`src/pmon_regs_pkg.sv`:
```
package pmon_regs_pkg;

  // ************************************************************
  // Register indexes (byte address is four times the index)
  // ************************************************************
  localparam logic [5:0] IDX_RANGE_PROG   = 6'h1D;
  localparam logic [5:0] IDX_RANGE_LATCH  = 6'h24;
  localparam logic [5:0] IDX_ACCUM_SRC    = 6'h25;
  localparam logic [5:0] IDX_ALERT_STATUS = 6'h26;
  localparam logic [5:0] IDX_ALERT_ENABLE = 6'h30;
  localparam logic [5:0] IDX_COMMAND      = 6'h31;
  localparam logic [5:0] IDX_IRQ_STATUS   = 6'h32;
  localparam logic [5:0] IDX_IRQ_MASK     = 6'h33;
  localparam logic [5:0] IDX_ACTIVE_RANGE = 6'h34;
  localparam int         ADDR_W           = 8;

  // ************************************************************
  // Field layout and reset values
  // ************************************************************
  localparam int          SENSE_RANGE_LSB   = 8;
  localparam int          BUS_RANGE_LSB     = 0;
  localparam int          COND_LSB          = 4;
  localparam int          ACCUM_OVERFLOW_FLAG_BIT       = 3;
  localparam int          ACC_TALLY_BIT     = 2;
  localparam logic [23:0] ALERT_IMPL_MASK   = 24'hFFFFFC;
  localparam logic [15:0] RANGE_RESET       = 16'h0000;
  localparam logic [7:0]  ACCUM_SRC_RESET   = 8'h00;
  localparam logic [19:0] ALERT_EN_RESET    = 20'h00000;
  localparam logic [1:0]  ACC_SRC_RESERVED  = 2'h3;
  localparam int          CMD_REFRESH_BIT   = 0;
  localparam int          IRQ_ALERT_BIT     = 0;
  localparam int          IRQ_LATCH_BIT     = 1;
  localparam logic [1:0]  RESP_OKAY         = 2'h0;
  localparam logic [1:0]  RESP_SLVERR       = 2'h2;

  // ************************************************************
  // Timing
  // ************************************************************
  localparam int SETTLE_NS      = 1000000;
  localparam int CLK_PERIOD_NS  = 5;
  localparam int SETTLE_CYCLES  = (SETTLE_NS + CLK_PERIOD_NS - 1) / CLK_PERIOD_NS;
  localparam int SETTLE_W       = 18;

  // ************************************************************
  // Carriers
  // ************************************************************
  typedef struct packed {
    logic              awvalid;
    logic [ADDR_W-1:0] awaddr;
    logic              wvalid;
    logic [31:0]       wdata;
    logic [3:0]        wstrb;
    logic              bready;
    logic              arvalid;
    logic [ADDR_W-1:0] araddr;
    logic              rready;
  } axil_req_t;

  typedef struct packed {
    logic        awready;
    logic        wready;
    logic        bvalid;
    logic [1:0]  bresp;
    logic        arready;
    logic        rvalid;
    logic [31:0] rdata;
    logic [1:0]  rresp;
  } axil_rsp_t;

  typedef struct packed {
    logic [19:0] limit;
    logic        accum_full;
    logic        tally_full;
  } alert_cond_t;

endpackage

```
`src/pmon_regs.sv`:
```
`timescale 1ns/1ps
module pmon_regs
  import pmon_regs_pkg::*;
#(
  parameter int SETTLE_COUNT = SETTLE_CYCLES
)
(
  // Clock and reset
  input  wire logic                      CLK,
  input  wire logic                      RESET,
  // Register bus
  input  wire pmon_regs_pkg::axil_req_t  AXI_REQ,
  output      pmon_regs_pkg::axil_rsp_t  AXI_RSP,
  // Measurement engine
  input  wire logic                      CONV_DONE,
  input  wire pmon_regs_pkg::alert_cond_t ALERT_COND,
  output      logic [15:0]               ACTIVE_RANGE,
  output      logic [7:0]                ACCUM_SOURCE,
  output      logic                      RESULTS_VALID,
  // Interrupt
  output      logic                      IRQ
);
  import pmon_regs_pkg::*;

  // ************************************************************
  // State
  // ************************************************************
  typedef struct packed {
    axil_rsp_t         rsp;
    logic              aw_have;
    logic              w_have;
    logic [ADDR_W-1:0] aw_addr;
    logic [31:0]       w_data;
    logic [3:0]        w_strb;
    logic [15:0]       range_prog;
    logic [15:0]       range_active;
    logic [15:0]       range_stage;
    logic [15:0]       range_latch;
    logic              latch_valid;
    logic              refresh_pending;
    logic [SETTLE_W-1:0] settle_cnt;
    logic [7:0]        accum_src;
    logic [19:0]       alert_en;
    logic [23:0]       alert_flags;
    logic [23:0]       clear_pend;
    logic [1:0]        irq_status;
    logic [1:0]        irq_mask;
    logic              irq;
  } state_t;

  localparam state_t STATE_RESET = '{
    rsp:             '0,
    aw_have:         1'b0,
    w_have:          1'b0,
    aw_addr:         '0,
    w_data:          32'h00000000,
    w_strb:          4'h0,
    range_prog:      RANGE_RESET,
    range_active:    RANGE_RESET,
    range_stage:     RANGE_RESET,
    range_latch:     RANGE_RESET,
    latch_valid:     1'b0,
    refresh_pending: 1'b0,
    settle_cnt:      '0,
    accum_src:       ACCUM_SRC_RESET,
    alert_en:        ALERT_EN_RESET,
    alert_flags:     24'h000000,
    clear_pend:      24'h000000,
    irq_status:      2'h0,
    irq_mask:        2'h0,
    irq:             1'b0
  };

  state_t state_r;
  state_t state_nxt;

  // ************************************************************
  // Helpers
  // ************************************************************
  function automatic logic [31:0] merge_strb(input logic [31:0] old_v,
                                             input logic [31:0] new_v,
                                             input logic [3:0]  strb);
    logic [31:0] res;
    res = old_v;
    for (int b = 0; b < 4; b++)
    begin
      if (strb[b])
      begin
        res[b*8 +: 8] = new_v[b*8 +: 8];
      end
    end
    return res;
  endfunction

  // Reserved selector is folded to power so the engine never sees it
  function automatic logic [7:0] clean_accum(input logic [7:0] v);
    logic [7:0] res;
    res = v;
    for (int c = 0; c < 4; c++)
    begin
      if (v[c*2 +: 2] == ACC_SRC_RESERVED)
      begin
        res[c*2 +: 2] = 2'h0;
      end
    end
    return res;
  endfunction

  function automatic logic is_mapped(input logic [5:0] idx);
    return (idx == IDX_RANGE_PROG) || (idx == IDX_RANGE_LATCH) ||
           (idx == IDX_ACCUM_SRC) || (idx == IDX_ALERT_STATUS) ||
           (idx == IDX_ALERT_ENABLE) || (idx == IDX_COMMAND) ||
           (idx == IDX_IRQ_STATUS) || (idx == IDX_IRQ_MASK) ||
           (idx == IDX_ACTIVE_RANGE);
  endfunction

  function automatic logic [31:0] read_mux(input state_t s, input logic [5:0] idx);
    logic [31:0] res;
    res = 32'h00000000;
    unique case (idx)
      IDX_RANGE_PROG:   res = {16'h0000, s.range_prog};
      IDX_RANGE_LATCH:  res = {16'h0000, s.range_latch};
      IDX_ACCUM_SRC:    res = {24'h000000, s.accum_src};
      IDX_ALERT_STATUS: res = {8'h00, s.alert_flags & ALERT_IMPL_MASK};
      IDX_ALERT_ENABLE: res = {8'h00, s.alert_en, 4'h0};
      IDX_COMMAND:      res = {31'h00000000, s.refresh_pending};
      IDX_IRQ_STATUS:   res = {30'h00000000, s.irq_status};
      IDX_IRQ_MASK:     res = {30'h00000000, s.irq_mask};
      IDX_ACTIVE_RANGE: res = {16'h0000, s.range_active};
      default:          res = 32'h00000000;
    endcase
    return res;
  endfunction

  // ************************************************************
  // Next state
  // ************************************************************
  logic              aw_take;
  logic              w_take;
  logic              do_write;
  logic              rd_take;
  logic [ADDR_W-1:0] wr_addr;
  logic [31:0]       wr_data;
  logic [3:0]        wr_strb;
  logic [5:0]        wr_idx;
  logic [5:0]        rd_idx;
  logic [31:0]       wr_word;
  logic              refresh_cmd;
  logic              latch_load;
  logic [23:0]       alert_set;
  logic [1:0]        irq_event;

  always_comb
  begin
    state_nxt = state_r;

    // Bus handshakes
    aw_take  = AXI_REQ.awvalid & state_r.rsp.awready;
    w_take   = AXI_REQ.wvalid & state_r.rsp.wready;
    rd_take  = AXI_REQ.arvalid & state_r.rsp.arready;
    wr_addr  = aw_take ? AXI_REQ.awaddr : state_r.aw_addr;
    wr_data  = w_take ? AXI_REQ.wdata : state_r.w_data;
    wr_strb  = w_take ? AXI_REQ.wstrb : state_r.w_strb;
    wr_idx   = wr_addr[7:2];
    rd_idx   = AXI_REQ.araddr[7:2];
    do_write = (state_r.aw_have | aw_take) & (state_r.w_have | w_take);
    if (aw_take)
    begin
      state_nxt.aw_addr = AXI_REQ.awaddr;
    end
    if (w_take)
    begin
      state_nxt.w_data = AXI_REQ.wdata;
      state_nxt.w_strb = AXI_REQ.wstrb;
    end
    state_nxt.aw_have = (state_r.aw_have | aw_take) & ~do_write;
    state_nxt.w_have  = (state_r.w_have | w_take) & ~do_write;

    // Register writes
    wr_word     = 32'h00000000;
    refresh_cmd = 1'b0;
    if (do_write)
    begin
      state_nxt.rsp.bresp = is_mapped(wr_idx) ? RESP_OKAY : RESP_SLVERR;
      unique case (wr_idx)
        IDX_RANGE_PROG:
        begin
          wr_word = merge_strb({16'h0000, state_r.range_prog}, wr_data, wr_strb);
          state_nxt.range_prog = wr_word[15:0];
        end
        IDX_RANGE_LATCH:
        begin
          wr_word = merge_strb({16'h0000, state_r.range_latch}, wr_data, wr_strb);
          state_nxt.range_latch = wr_word[15:0];
        end
        IDX_ACCUM_SRC:
        begin
          wr_word = merge_strb({24'h000000, state_r.accum_src}, wr_data, wr_strb);
          state_nxt.accum_src = clean_accum(wr_word[7:0]);
        end
        IDX_ALERT_ENABLE:
        begin
          wr_word = merge_strb({8'h00, state_r.alert_en, 4'h0}, wr_data, wr_strb);
          state_nxt.alert_en = wr_word[23:4];
        end
        IDX_COMMAND:      refresh_cmd = wr_strb[0] & wr_data[CMD_REFRESH_BIT];
        IDX_IRQ_MASK:
        begin
          wr_word = merge_strb({30'h00000000, state_r.irq_mask}, wr_data, wr_strb);
          state_nxt.irq_mask = wr_word[1:0];
        end
        default:          wr_word = 32'h00000000;
      endcase
    end

    // Write channel handshake; one write in flight at a time
    state_nxt.rsp.bvalid  = do_write | (state_r.rsp.bvalid & ~AXI_REQ.bready);
    state_nxt.rsp.awready = ~state_nxt.aw_have & ~state_nxt.rsp.bvalid;
    state_nxt.rsp.wready  = ~state_nxt.w_have & ~state_nxt.rsp.bvalid;

    // Refresh: activate pending ranges, stage the ones they replace
    latch_load = state_r.refresh_pending && (state_r.settle_cnt == SETTLE_W'(1));
    if (refresh_cmd)
    begin
      state_nxt.range_stage     = state_r.range_active;
      state_nxt.range_active    = state_r.range_prog;
      state_nxt.refresh_pending = 1'b1;
      state_nxt.latch_valid     = 1'b0;
      state_nxt.settle_cnt      = SETTLE_W'(SETTLE_COUNT);
    end
    else if (latch_load)
    begin
      state_nxt.range_latch     = state_r.range_stage;
      state_nxt.latch_valid     = 1'b1;
      state_nxt.refresh_pending = 1'b0;
      state_nxt.settle_cnt      = '0;
    end
    else if (state_r.refresh_pending)
    begin
      state_nxt.settle_cnt = state_r.settle_cnt - SETTLE_W'(1);
    end

    // Alert flags: set at conversion end, no refresh needed
    alert_set = 24'h000000;
    if (CONV_DONE)
    begin
      alert_set[23:COND_LSB]  = ALERT_COND.limit & state_r.alert_en;
      alert_set[ACCUM_OVERFLOW_FLAG_BIT]   = ALERT_COND.accum_full;
      alert_set[ACC_TALLY_BIT] = ALERT_COND.tally_full;
      // Read flags drop here unless the cause is still present
      state_nxt.alert_flags = ((state_r.alert_flags & ~state_r.clear_pend) | alert_set)
                              & ALERT_IMPL_MASK;
      state_nxt.clear_pend  = 24'h000000;
    end
    if (rd_take && rd_idx == IDX_ALERT_STATUS)
    begin
      // A read arms the clear for the following conversion end
      state_nxt.clear_pend = state_nxt.clear_pend | state_r.alert_flags;
    end

    // Interrupt status: read clears, a new event wins
    irq_event = 2'h0;
    irq_event[IRQ_ALERT_BIT] = |(alert_set & ~state_r.alert_flags);
    irq_event[IRQ_LATCH_BIT] = latch_load & ~refresh_cmd;
    state_nxt.irq_status = (rd_take && rd_idx == IDX_IRQ_STATUS) ? irq_event
                                                                  : state_r.irq_status | irq_event;
    state_nxt.irq = |(state_nxt.irq_status & state_nxt.irq_mask);

    // Read channel; data sampled at the address edge
    if (rd_take)
    begin
      state_nxt.rsp.rdata = read_mux(state_r, rd_idx);
      state_nxt.rsp.rresp = is_mapped(rd_idx) ? RESP_OKAY : RESP_SLVERR;
    end
    state_nxt.rsp.rvalid  = rd_take | (state_r.rsp.rvalid & ~AXI_REQ.rready);
    state_nxt.rsp.arready = ~state_nxt.rsp.rvalid;
  end

  always_ff @(posedge CLK or posedge RESET)
  begin
    if (RESET)
    begin
      state_r <= STATE_RESET;
    end
    else
    begin
      state_r <= state_nxt;
    end
  end

  // ************************************************************
  // Outputs
  // ************************************************************
  assign AXI_RSP       = state_r.rsp;
  assign ACTIVE_RANGE  = state_r.range_active;
  assign ACCUM_SOURCE  = state_r.accum_src;
  assign RESULTS_VALID = state_r.latch_valid;
  assign IRQ           = state_r.irq;
endmodule

```
`config.mk`:
```
export PLATFORM = sky130hd
export DESIGN_NAME = pmon_regs
export DESIGN_NICKNAME = d
export VERILOG_FILES = /design/src/pmon_regs_pkg.sv /design/src/pmon_regs.sv
export SDC_FILE = /design/constraint.sdc
export NUM_CORES = 1
export LEC_CHECK = 0
export BUFFER_PORTS_ARGS = -buffer_cell sky130_fd_sc_hd__buf_2
export CAP_MARGIN = 20
export CORE_UTILIZATION = 30
export DETAILED_ROUTE_END_ITERATION = 8
export PLACE_DENSITY = 0.59
export SLEW_MARGIN = 20
export SYNTH_ARGS = -nofsm -noshare
export SYNTH_HDL_FRONTEND = slang
export SYNTH_SLANG_ARGS = --single-unit
```
`constraint.sdc`:
```
create_clock -name CLK -period 7.82 [get_ports CLK]
set_clock_uncertainty 0.2 [all_clocks]
set_input_delay 1.564 -clock CLK [delete_from_list [all_inputs] [get_ports CLK]]
set_output_delay 1.564 -clock CLK [all_outputs]
set_load 0.05 [all_outputs]
```
* Word level (Yosys, flattened, before mapping)
Cells that the tools add are included.
Word-level totals: flip-flop bits (word level) 241, bits of input ports 82, output and inout bits 67, word-level logic and storage cells 148
Operators by class: add/sub/neg operators 1, equal/unequal tests 23, mux-type cells 31, bitwise gates (word level) 33, reduce and logical (&&, ||, !) cells 29
Operator list (count):
- 24-bit one-hot mux with 9 select lines | 1
- 6-bit equality test, second input constant | 16
- 24-bit 2-to-1 mux | 3
- 18-bit 2-to-1 mux | 3
- 24-bit AND | 2
- 16-bit 2-to-1 mux | 3
- 8-bit 2-to-1 mux | 6
- 24-bit inverter | 2
- 24-bit OR | 2
- 24-bit OR reduction | 1
- 22-bit 2-to-1 mux | 1
- 20-bit AND | 1
- 2-bit 2-to-1 mux | 10
- 20-bit 2-to-1 mux | 1
- 18-bit by 1-bit equality test with 1-bit output, second input constant | 1
- 18-bit by 1-bit subtractor with 18-bit output, second input constant | 1
- 1-bit logical OR | 16
- 3-bit AND reduction | 5
- 1-bit AND | 12
- 6-bit by 5-bit equality test with 1-bit output, second input constant | 2
- 2-bit equality test, second input constant | 4
- 1-bit inverter | 8
- 1-bit OR | 4
- 1-bit logical AND | 3
- other kinds (8) | 9

* Longest topological paths before layout
depth after elaboration 12, mapped depth 9

* Least setup slack after synthesis
No wires, ideal clock.
path kind input to register, start input port AXI_REQ[56] in the netlist's numbering, end register state_r[65] in the netlist's numbering, data arrival time 3.283 ns, required time 7.495 ns, slack 4.212 ns, stages on the path 6, path buffers 1, cell sequence and2_1 > buf_2 > a21oi_1 > or3_1 > nor3b_2 > mux2_2
On the way: word-level cells in the longest chain between the ends 4, elaborated cells on any way between the ends 6
RTL lines:
- start: declaration | RTL line pmon_regs.sv:12 | input wire pmon_regs_pkg::axil_req_t AXI_REQ,
- 1-bit AND * | RTL line pmon_regs.sv:158 | aw_take = AXI_REQ.awvalid & state_r.rsp.awready;
- 8-bit 2-to-1 mux or 1-bit OR (tied branches)
- 6-bit equality test or 1-bit AND (tied branches)
- 3-bit AND reduction (no source line) *
- end signal: assignment | RTL line pmon_regs.sv:287 | state_r <= state_nxt;
- end: declaration | RTL line pmon_regs.sv:74 | state_t state_r;
Mark *: on every way between the ends. The rest lies on a longest branch, timed or not. A chain may end at the register's enable or synchronous reset.

* Worst setup path in the final report
start input port AXI_REQ[56] in the netlist's numbering, end register state_r[70] in the netlist's numbering
The elaborated chain is that of the path after synthesis.

==> metrics.md <==
| Metric | Value |
|---|---|
| Outcome | `finished, final reports clean` |
| H-tree depth | `1` |
| Arr. time, crit path | `around 4.2 ns` |
| Placed Cells | `1528` |
| Slew Viols, Final | `0` |
| Ys flop type | `dfrtp_1` |
| Max stage delay on crit path | `0.88 ns` |
| Mean Syn Cell Area | `9.999 µm²` |
| Synth warn | `0` |
| Max-Slew Margin vs Limit | `about a quarter` |
| Core area | `roughly 34000 µm²` |
| GR Overflow Total | `0` |
| Post-synth EDFFs | `0` |
| Yosys cell types | `58` |
| Root buffer cell | `clkbuf_16` |
| CTS Sinks | `227` |
| Vias in the first global route | `~7.6k` |
| DRC viols | `0` |
| Antenna violations before repair | `0` |
| Largest family of logic cells by synthesized area | `simple AND/OR/NAND/NOR gates` |
| Post-Synth Adder-Cell Area | `0.2400%` |
| Simple-Gate Fraction of Synth Area | `16.88%` |
| Share of post-route cells with drive strength above 1 | `22.46%` |
| CTS clk-pin slew, worst paths | `0.06 ns` |
| Compound-cell area share of the yosys netlist | `11.11%` |
| Post-route clock period utilization | `51.33%` |
| Final setup viols | `0` |
| Commonest non-fill, non-tap cell in the layout | `nand2_1` |
| Initial drt markers | `488` |
| Worst Path Class, Setup | `in -> reg` |
| Final ANT Viol Nets | `0` |
| Rows | `67` |
| Slowest CP cell | `nor3b_2` |
| R2r setup slk | `4.49 ns` |
| Worst path cell trace | `buf_2 > and2_1 > a21oi_1 > or3_1 > nor3b_2 > mux2_2` |
| F_max | `249.1 MHz` |
| Critical Path Fanout Max | `11` |
| Hold Buf Count CTS | `0` |
| Routed via count | `7577` |
| Worst-case reg-to-reg path depth | `5` |
| Postcts setup bufs | `0` |
| Chip Width | `between 150 and 200 µm` |
| Global-route wire length before repair | `approximately 43 mm` |
| Clock Path Buffers | `3` |
| Largest net degree at the start of global routing | `185` |
| HPWL Detailed | `roughly 19 mm` |
| Fin. Hold Viols | `0` |
| Boundary Pins | `149` |
| Fin cells | `1570` |
| CTS tree | `built` |
| Worst Setup SP | `AXI_REQ[56]` |
| Number of buffers added on ports | `roughly 130` |
| DR vias/cell | `4.826` |
| Drt wl/cell | `17.24 µm` |
| Mux contribution to synthesized area | `9.502%` |
| Mapped Cells | `roughly 1.0k` |
| 1st-pass router iterations | `6` |
| Final setup TNS | `0 ns` |
| Area Overhead vs Synth | `14.05%` |
| Leakage | `about 5.5 nW` |
| Power Dens Cells | `305.5 nW/µm²` |
| Final min period | `4.014 ns` |
| Number of diodes | `0` |
| Critical Path Sink | `state_r[70]` |
| Nets | `1192` |
| Initial core utilization | `30.79%` |
| Drt total wl | `approximately 27 mm` |
| Critical path startpoint category | `primary input` |
| Worst vdd ir | `136.0 µV` |
| Inserted Clock Buffers | `25` |
| Seq/Total Area, Yosys | `54.47%` |
| Die area | `35510 µm²` |
| Chip height | `approximately 190 µm` |
| FF-to-FF Start | `AXI_RSP[40]` |
| Slew @ Worst Pin | `between 1 and 1.5 ns` |
| XOR/XNOR Fraction of Synth Area | `0.2519%` |
| Setup crit end kind | `flip-flop` |
| Total GRT Usage | `15.50%` |
| Tightest Hold Check Type | `reg -> reg` |
| Critical R2R Capture | `state_r[70]` |
| GPL Wtd Cong | `0.8168` |
| #FFs+latches synth | `227` |
| Clock Latency Late Sink | `0.52 ns` |
| Commonest cells after routing, fill and taps aside | `229 x nand2_1, 227 x dfrtp_1, 125 x buf_2` |
| Synthesized area | `10430 µm²` |
| RSZ-0062 raised after global routing | `no` |
| Worst path required time | `8.03 ns` |
| Max_cap viols | `0` |
| Post-CTS Resized | `0` |
| Async SR Flop Fraction | `100.0%` |
[cell usage after synthesis (3+ instances only)]
cell / instances / area share (%)
a21oi_1: 20 / 0.96
nand3_1: 24 / 1.2
buf_4: 65 / 4.7
or3_1: 5 / 0.30
o31ai_1: 4 / 0.29
nor2b_1: 8 / 0.48
a22o_1: 4 / 0.34
nand2b_1: 7 / 0.42
o21ai_0: 71 / 3.4
mux2i_1: 27 / 2.6
o22ai_1: 10 / 0.60
nor2_1: 71 / 2.6
nand2_1: 229 / 8.2
dfrtp_1: 227 / 54
and2_1: 3 / 0.18
nand4_1: 3 / 0.18
a22oi_1: 9 / 0.65
a31oi_1: 14 / 0.84
nor3_1: 13 / 0.62
mux2_2: 64 / 6.9
o21a_1: 5 / 0.36
inv_1: 35 / 1.3
a222oi_1: 12 / 1.2
a221oi_1: 10 / 0.84
or4_2: 4 / 0.34
nor4_1: 4 / 0.24
buf_1: 3 / 0.11
and3_1: 3 / 0.18
o211ai_1: 6 / 0.43
clkbuf_1: 38 / 1.4
nand4b_1: 3 / 0.25
a32o_1: 5 / 0.48
a21o_1: 3 / 0.22
[layout make-up]
class	instances	area (µm²)
Inverter	35	135.1
Clock inverter	4	27.53
Timing Repair Buffer	137	740.7
Sequential cell	227	5680
Fill cell	3453	21970
Tap cell	448	560.5
Multi-Input combinational cell	682	4049
Clock buffer	37	700.7
[routing by layer]
metal | vias to the layer above | global-route usage [%] | wire, µm | part of all wire (%)
met5 | - | 0 | 0 | 0
li1 | 3654 | - | - | -
met1 | 3694 | 21.21 | 12230 | 45
met3 | 41 | 3.520 | 1708 | 6.3
met4 | 0 | 4.622 | 654 | 2.4
met2 | 188 | 24.36 | 12480 | 46
[kinds of logic after synthesis]
group,after synthesis
AOI/OAI and AO/OA,180
xor gates and xnor gates,3
adders and majority gates,2
buffers and inverters,143
DFF,227
muxes,91
other,1
and+or+nand+nor,396
[worst min path at each step]
| stage | startpoint | end | slack (ns) | cells after the start |
|---|---|---|---|---|
| 2_1_floorplan | state_r[166] | state_r[166] | 0.24 | 2 |
| 3_3_place_gp | state_r[119] | state_r[119] | 0.26 | 2 |
| 3_5_place_dp | state_r[166] | state_r[166] | 0.26 | 2 |
| 6_report | state_r[166] | state_r[166] | 0.27 | 2 |
| 5_1_grt | state_r[126] | state_r[126] | 0.29 | 2 |
| 4_1_cts | state_r[155] | ACTIVE_RANGE[6] | 0.27 | 2 |
[report_power, final]
| group | internal (W) | switching, W | total (W) |
|---|---|---|---|
| Sequential | 0.00146 | 0.000211 | 0.00167 |
| Combinational | 0.000322 | 0.000568 | 0.000890 |
| Clock | 0.000615 | 0.000458 | 0.00107 |
[registers in the layout, indices dropped and copies added, names as in the netlist]
signal / count
IRQ: 1
RESULTS_VALID: 1
ACTIVE_RANGE: 16
state_r: 170
AXI_RSP: 31
ACCUM_SOURCE: 8
[worst max-delay path: cells and delay by family]
family | cells | cell delay, ns
compound gates | 1 | 0.29
buf+inv | 1 | 0.15
mux | 1 | 0.42
simple gates | 3 | 1.77
[per-stage QoR]
step                      cell area, µm²  hold WS (ns)  util (%)  worst slack, ns  power [W]
after global placement             11140        0.2576     32.91            3.055   0.002554
after detailed placement           11140        0.2577     32.91            3.021   0.002583
after global routing               11890        0.2890     35.12            3.650   0.003837
after floorplan                    10470        0.2391         -            3.090   0.002360
final                              11890        0.2714     35.12            3.806   0.003634
after CTS                          11870        0.2685     35.06            3.531   0.003670
Power figures use the tool's default switching activity.
